## src/verilog/pllbw_pkg.sv

```systemverilog
// register map, field positions and reset values of the pll control block
`default_nettype none
package pllbw_pkg;
  localparam logic [11:0] PLLBW_CTL_OFF = 12'h000;
  localparam logic [11:0] PLLBW_BWC_OFF = 12'h004;
  localparam logic [11:0] PLLBW_PRG_OFF = 12'h008;
  localparam int PLLBW_IE_BIT = 7;
  localparam int PLLBW_FLAG_BIT = 6;
  localparam int PLLBW_ON_BIT = 5;
  localparam int PLLBW_BCS_BIT = 4;
  localparam int PLLBW_AUTO_BIT = 7;
  localparam int PLLBW_LOCK_BIT = 6;
  localparam int PLLBW_ACQ_BIT = 5;
  localparam int PLLBW_XLD_BIT = 4;
  localparam logic [3:0] PLLBW_CTL_LOW = 4'hf;
  localparam logic [3:0] PLLBW_MUL_RST = 4'h6;
  localparam logic [3:0] PLLBW_VRS_RST = 4'h6;
endpackage
`default_nettype wire

```

## src/verilog/pllbw_ctl.sv

```systemverilog
// pll bandwidth, programming and control registers behind an apb slave
//
// Functional notes
// auto bit read/write, reset to manual
// software clears acq before enabling pll manually
// lock reads live state only in auto
// acq indicator in auto, forces mode manually
// shadow of manual acq kept during auto
// software writes xld, waits 4N, reads
// xld shows crystal loss only when bcs set
// software writes zeros to reserved low bits
// multiplier code zero acts as one
// multiplier resets to six
// multiplier writes ignored while pll on
// vco range field, reset to six
// vco range writes blocked while pll on
// range zero disables pll, clears bcs
// lock change in auto sets flag
// manual mode suppresses flag and interrupt
// software checks lock before selecting vco
// vco select allowed without lock
// wait mode changes nothing
// stop holds outputs low
// stop clears bcs, stays clear
// break protects flag unless clear enabled
// control register read clears flag
// bcs chooses vco or crystal half clock
// lock and crystal loss inputs synchronised
`timescale 1ns/1ps
`default_nettype none
module pllbw_ctl
  import pllbw_pkg::*;
(
  input wire logic pclk,
  input wire logic presetn,
  input wire logic psel,
  input wire logic penable,
  input wire logic pwrite,
  input wire logic [11:0] paddr,
  input wire logic [31:0] pwdata,
  output logic [31:0] prdata,
  output logic pready,
  output logic pslverr,
  input wire logic oscillator_enable,
  input wire logic break_active,
  input wire logic break_clear_enable,
  input wire logic wait_mode,
  input wire logic lock_in,
  input wire logic tracking_in,
  input wire logic crystal_loss_in,
  input wire logic vco_half,
  input wire logic crystal_half,
  output logic base_clock_output,
  output logic clockgen_interrupt,
  output logic pll_enable,
  output logic [3:0] multiplier_n,
  output logic [3:0] vco_range,
  output logic force_tracking,
  output logic auto_mode
);
  import pllbw_pkg::*;

  ////////////////////////////////////////////////////////////////////////////
  logic pll_interrupt_enable_reg;
  logic pll_interrupt_flag_reg;
  logic pll_on_control_reg;
  logic base_clock_select_reg;
  logic auto_reg;
  logic acq_shadow_reg;
  logic crystal_loss_reg;
  logic [3:0] multiplier_field_reg;
  logic [3:0] vco_range_field_reg;
  logic lock_s1_reg, lock_s2_reg, lock_prev_reg;
  logic trk_s1_reg, trk_s2_reg;
  logic xl_s1_reg, xl_s2_reg;
  logic access, wr, rd, sel_ctl, sel_bwc, sel_prg, mapped;
  logic flag_clear, lock_change;
  logic stop;

  assign stop = !oscillator_enable;
  assign access = psel && penable;
  assign sel_ctl = paddr == PLLBW_CTL_OFF;
  assign sel_bwc = paddr == PLLBW_BWC_OFF;
  assign sel_prg = paddr == PLLBW_PRG_OFF;
  assign mapped = sel_ctl || sel_bwc || sel_prg;
  assign wr = access && pwrite && mapped;
  assign rd = access && !pwrite;
  assign pready = 1'b1;
  assign pslverr = access && !mapped;

  ////////////////////////////////////////////////////////////////////////////
  // two-flop synchronisers
  always_ff @(posedge pclk or negedge presetn) begin
    if (!presetn) begin
      lock_s1_reg <= 1'b0;
      lock_s2_reg <= 1'b0;
      trk_s1_reg <= 1'b0;
      trk_s2_reg <= 1'b0;
      xl_s1_reg <= 1'b0;
      xl_s2_reg <= 1'b0;
      lock_prev_reg <= 1'b0;
    end else begin
      lock_s1_reg <= lock_in;
      lock_s2_reg <= lock_s1_reg;
      trk_s1_reg <= tracking_in;
      trk_s2_reg <= trk_s1_reg;
      xl_s1_reg <= crystal_loss_in;
      xl_s2_reg <= xl_s1_reg;
      lock_prev_reg <= lock_s2_reg;
    end
  end

  ////////////////////////////////////////////////////////////////////////////
  // wait_mode deliberately unused by all state below
  logic lock_vis;
  // lock visible only in auto
  assign lock_vis = auto_reg && lock_s2_reg;
  // toggle of lock in auto
  assign lock_change = auto_reg && (lock_s2_reg != lock_prev_reg);
  // control read clears flag; R22: break guard
  assign flag_clear = rd && sel_ctl && (!break_active || break_clear_enable);

  // set wins over clear; R16: manual keeps flag clear
  always_ff @(posedge pclk or negedge presetn) begin
    if (!presetn) begin
      pll_interrupt_flag_reg <= 1'b0;
    end else if (!auto_reg) begin
      pll_interrupt_flag_reg <= 1'b0;
    end else if (lock_change) begin
      pll_interrupt_flag_reg <= 1'b1;
    end else if (flag_clear) begin
      pll_interrupt_flag_reg <= 1'b0;
    end
  end

  always_ff @(posedge pclk or negedge presetn) begin
    if (!presetn) begin
      pll_interrupt_enable_reg <= 1'b0;
    end else if (!auto_reg) begin
      pll_interrupt_enable_reg <= 1'b0;
    end else if (wr && sel_ctl) begin
      pll_interrupt_enable_reg <= pwdata[PLLBW_IE_BIT];
    end
  end

  ////////////////////////////////////////////////////////////////////////////
  // pll on and base clock select with mutual protection
  logic on_next, bcs_next;
  always_comb begin
    on_next = pll_on_control_reg;
    bcs_next = base_clock_select_reg;
    if (wr && sel_ctl) begin
      on_next = pwdata[PLLBW_ON_BIT] || base_clock_select_reg;
      // no lock check gates the select
      bcs_next = pwdata[PLLBW_BCS_BIT] && pll_on_control_reg;
    end
    // zero range disables pll and select
    if (vco_range_field_reg == 4'h0) begin
      bcs_next = 1'b0;
    end
    // stop clears select
    if (stop) begin
      bcs_next = 1'b0;
    end
  end

  always_ff @(posedge pclk or negedge presetn) begin
    if (!presetn) begin
      pll_on_control_reg <= 1'b1;
      base_clock_select_reg <= 1'b0;
    end else begin
      pll_on_control_reg <= on_next;
      base_clock_select_reg <= bcs_next;
    end
  end

  ////////////////////////////////////////////////////////////////////////////
  // auto bit; R5: shadow of manual acq
  always_ff @(posedge pclk or negedge presetn) begin
    if (!presetn) begin
      auto_reg <= 1'b0;
      acq_shadow_reg <= 1'b0;
    end else if (wr && sel_bwc) begin
      auto_reg <= pwdata[PLLBW_AUTO_BIT];
      if (!auto_reg) begin
        acq_shadow_reg <= pwdata[PLLBW_ACQ_BIT];
      end
    end
  end

  // loss detect only while vco drives output, cleared while crystal active
  always_ff @(posedge pclk or negedge presetn) begin
    if (!presetn) begin
      crystal_loss_reg <= 1'b0;
    end else if (!base_clock_select_reg) begin
      crystal_loss_reg <= 1'b0;
    end else if (xl_s2_reg) begin
      crystal_loss_reg <= 1'b1;
    end else if (wr && sel_bwc) begin
      crystal_loss_reg <= pwdata[PLLBW_XLD_BIT];
    end else begin
      crystal_loss_reg <= 1'b0;
    end
  end

  ////////////////////////////////////////////////////////////////////////////
  // R13: programming locked while pll on; R10: R12: reset six
  always_ff @(posedge pclk or negedge presetn) begin
    if (!presetn) begin
      multiplier_field_reg <= PLLBW_MUL_RST;
      vco_range_field_reg <= PLLBW_VRS_RST;
    end else if (wr && sel_prg && !pll_on_control_reg) begin
      multiplier_field_reg <= pwdata[7:4];
      vco_range_field_reg <= pwdata[3:0];
    end
  end

  ////////////////////////////////////////////////////////////////////////////
  logic acq_vis;
  // auto shows loop, manual shows forced value
  assign acq_vis = auto_reg ? trk_s2_reg : acq_shadow_reg;

  always_ff @(posedge pclk or negedge presetn) begin
    if (!presetn) begin
      prdata <= 32'h0;
    end else if (psel && !penable && !pwrite) begin
      case (paddr)
        PLLBW_CTL_OFF: prdata <= {24'h0, pll_interrupt_enable_reg, pll_interrupt_flag_reg,
                                  pll_on_control_reg, base_clock_select_reg, PLLBW_CTL_LOW};
        PLLBW_BWC_OFF: prdata <= {24'h0, auto_reg, lock_vis, acq_vis, crystal_loss_reg, 4'h0};
        PLLBW_PRG_OFF: prdata <= {24'h0, multiplier_field_reg, vco_range_field_reg};
        default: prdata <= 32'h0;
      endcase
    end
  end

  ////////////////////////////////////////////////////////////////////////////
  // code zero behaves as one
  assign multiplier_n = (multiplier_field_reg == 4'h0) ? 4'h1 : multiplier_field_reg;
  assign vco_range = vco_range_field_reg;
  // zero range disables loop; R20: stop disables
  assign pll_enable = pll_on_control_reg && (vco_range_field_reg != 4'h0) && !stop;
  assign force_tracking = acq_shadow_reg;
  assign auto_mode = auto_reg;
  // R20: clock select, low in stop
  assign base_clock_output = !stop && (base_clock_select_reg ? vco_half : crystal_half);
  // R20: request gated
  assign clockgen_interrupt = !stop && auto_reg && pll_interrupt_flag_reg
                              && pll_interrupt_enable_reg;
endmodule
`default_nettype wire

```

## config.mk

```make
export PLATFORM = sky130hd
export DESIGN_NAME = pllbw_ctl
export DESIGN_NICKNAME = d
export VERILOG_FILES = /design/src/verilog/pllbw_pkg.sv /design/src/verilog/pllbw_ctl.sv
export SDC_FILE = /design/constraint.sdc
export NUM_CORES = 1
export LEC_CHECK = 0
export ABC_AREA = 1
export BUFFER_PORTS_ARGS = -buffer_cell sky130_fd_sc_hd__buf_2
export CAP_MARGIN = 0
export CORE_AREA = 2 2 79 81
export CTS_CLUSTER_SIZE = 25
export DETAILED_ROUTE_END_ITERATION = 8
export DIE_AREA = 0 0 81 83
export PLACE_DENSITY = 0.67
export SETUP_SLACK_MARGIN = 0.2
export SLEW_MARGIN = 20
export SYNTH_ARGS = -nofsm -noshare
export SYNTH_HDL_FRONTEND = slang
export SYNTH_SLANG_ARGS = --single-unit
```

## constraint.sdc

```tcl
create_clock -name pclk -period 2.9 [get_ports pclk]
set_input_delay 0.29 -clock pclk [delete_from_list [all_inputs] [get_ports pclk]]
set_output_delay 0.29 -clock pclk [all_outputs]
set_load 0.01 [all_outputs]
```

==> results.ini <==
[run_status]
status=finished clean

[logic_synthesis]
synth_most_common_cell=nand2_1
synth_area_um2=1730
async_flop_share_pct=100
yosys.cell_types.count=22
syn_inst=220
yosys.area_share.simple_pct=33.5
ys.flop_type=dfrtp_1
yosys_warnings=0
synth_compound_area_share_pct=4.20
synth_mux_area_share_pct=0
synth_top_cells_by_count=nand2_1 (52), buf_4 (27), dfrtp_1 (25)
synth_seq_cells=30
synth_fa_ha_area_share_pct=0
syn_avg_cell_area_um2=7.85
synth-xor-area-share_pct=0.507
ys_seq_area_share_pct=43.8
synth_top_area_cell=dfrtp_1
synth_top_family_by_area=simple AND/OR/NAND/NOR gates
synth_area_leaders=dfrtp_1 (36%), buf_4 (12%), nand2_1 (11%)
synth-edff-count=0
post-synth-top-area-fraction_pct=36.2

[finish]
post-route-cell-area_um2=2050
largest_register_ffs=8
n_antenna_cell=0
drive_gt1_share_pct=28.9
fin_cells=348
fillers=652
syn2layout_area_growth_pct=18.5
nets=330

[place]
dp_hpwl_um=3120
gp_congestion=0.802
place_ws_ns=1.25
place_area_um2=1960
dp_cells=340
port-buffer-count=54

[critical_path]
cp.arrival_ns=1.36
path_max_fanout=3
required_ns=2.61
start_kind=flip-flop
crit_type=flip-flop to output pin
crit_path_end_kind=output pin

[floorplanning]
die_width_um=81
core_area_um2=5820
fp.dieArea_um2=6720
ios=105
start_util_pct=29.7
rows=28
die_y_um=83

[timing]
clock_skew_ns=0.00553
drv_slew=0
finalHoldViolations=0
fmax_ghz=0.608
finalSetupViolCount=0
timing.final.crit_share_pct=56.7
tightest_slew_ns=0.683
setup_tns_ns=0
timing.final.ws_setup_ns=1.25
rsz0062_at_grt=false
period_needed_ns=1.65
slew-limit-headroom_pct=54.4

[cts]
clock-root-buffer=clkbuf_8
post_cts_buffers=0
clock_latency_ns=0.28
htree_num_levels=2
cts_tree=yes
cts_resized=0
clk_pin_slew_ns=0.06
clock_sinks=30
hold_buffers=0
cts_buffers=5
clk_path_buf_depth=2

[route]
avgViaCountPerCell=4.36
route.detailed.wl_per_inst_um=11.4
drc_errors=0
initialDrtViolationCount=86
dr_total_vias=1516
ant_nets=0
drtPass1Iterations=4
wirelength_um=3950

[grt]
grt_use_total_pct=12.6
grt_max_degree=31
grt_overflow=0
grt_pass1_vias=1422
antenna_found_initial=0
grt_pass1_wl_um=6530

[power]
p_total_uw=856
cellLeakagePower_uw=0.00115
ir_drop_mv=0.278
power_density_nw_per_um2=418

[worst_hold_path]
hold_path_class=input pin to async pin

[run]
cap_violations=0

[power breakdown]
part	leakage, uW	internal [uW]	switching, uW
combinational	0.000733	26.3	55.4
clock	0.0000482	191	154
sequential	0.000367	426	2.77
total	0.00115	644	212
[placed cells by master, fill, tap and decap left out]
cell / count
buf_2: 54
nand2_1: 52
conb_1: 25
dfrtp_1: 25
nand3_1: 24
inv_1: 21
nor2_1: 18
nand4_1: 11
o21ai_0: 9
clkbuf_8: 6
dfstp_2: 5
a21oi_1: 4
nand2_2: 3
nor2_2: 3
nor3_1: 2
nor2_4: 2
nor3_4: 2
or2_2: 1
inv_2: 1
nand3_4: 1
o21a_1: 1
xnor2_1: 1
clkinv_2: 1
clkbuf_1: 1
[logic make-up after synthesis]
group | count (synthesis)
buffers and inverters | 54
AND/OR/NAND/NOR | 119
other | 2
XOR/XNOR | 1
AO/OA/AOI/OAI | 14
flip-flops | 30
[worst max-delay path, cell delays in order, from the launching register on]
cell     delay, ns
dfstp_2       0.54
inv_1         0.05
nand3_1       0.08
o21ai_0       0.11
nor2_1        0.14
buf_2         0.15
[through the flow]
| step | hold slack, ns | util (%) |
|---|---|---|
| 3_5_place_dp | 0.336 | 33.6 |
| 3_3_place_gp | 0.334 | 33.6 |
| 5_1_grt | 0.0851 | 35.2 |
| 6_report | 0.0458 | 35.2 |
| 2_1_floorplan | -0.00559 | - |
| 4_1_cts | 0.0565 | 35.2 |
[routing by layer]
metal | vias up | wire length (um) | global-route usage, %
met5 | - | 0 | 0
met4 | 0 | 57 | 4.62
met3 | 6 | 312 | 4.02
met2 | 61 | 1790 | 19.6
met1 | 693 | 1800 | 16.3
li1 | 756 | - | -
[cell type report]
type / count / area [um^2] / share of cell area (%)
clock buffers: 7 / 86.3 / 4.22
clock inverters: 1 / 5.00 / 0.244
inverters: 22 / 82.6 / 4.03
multi-input cells: 159 / 753 / 36.8
flip-flops and latches: 30 / 757 / 37.0
well taps: 75 / 93.8 / 4.58
repair buffers: 54 / 270 / 13.2
[final timing paths]
path / endpoint / slack [ns] / start / depth (start not counted)
worst max-delay path: pll_enable / 1.25 / vco_range[1] / 5
worst min-delay path: xl_s1_reg / 0.05 / presetn / 1
worst max register to register: base_clock_select_reg / 1.75 / vco_range[1] / 6
worst min register to register: xl_s2_reg / 0.35 / xl_s1_reg / 0
max in group asynchronous: prdata[3] / 2.41 / presetn / 1
min in group pclk: lock_s1_reg / 0.11 / lock_in / 1
Power figures use the tool's default switching activity.
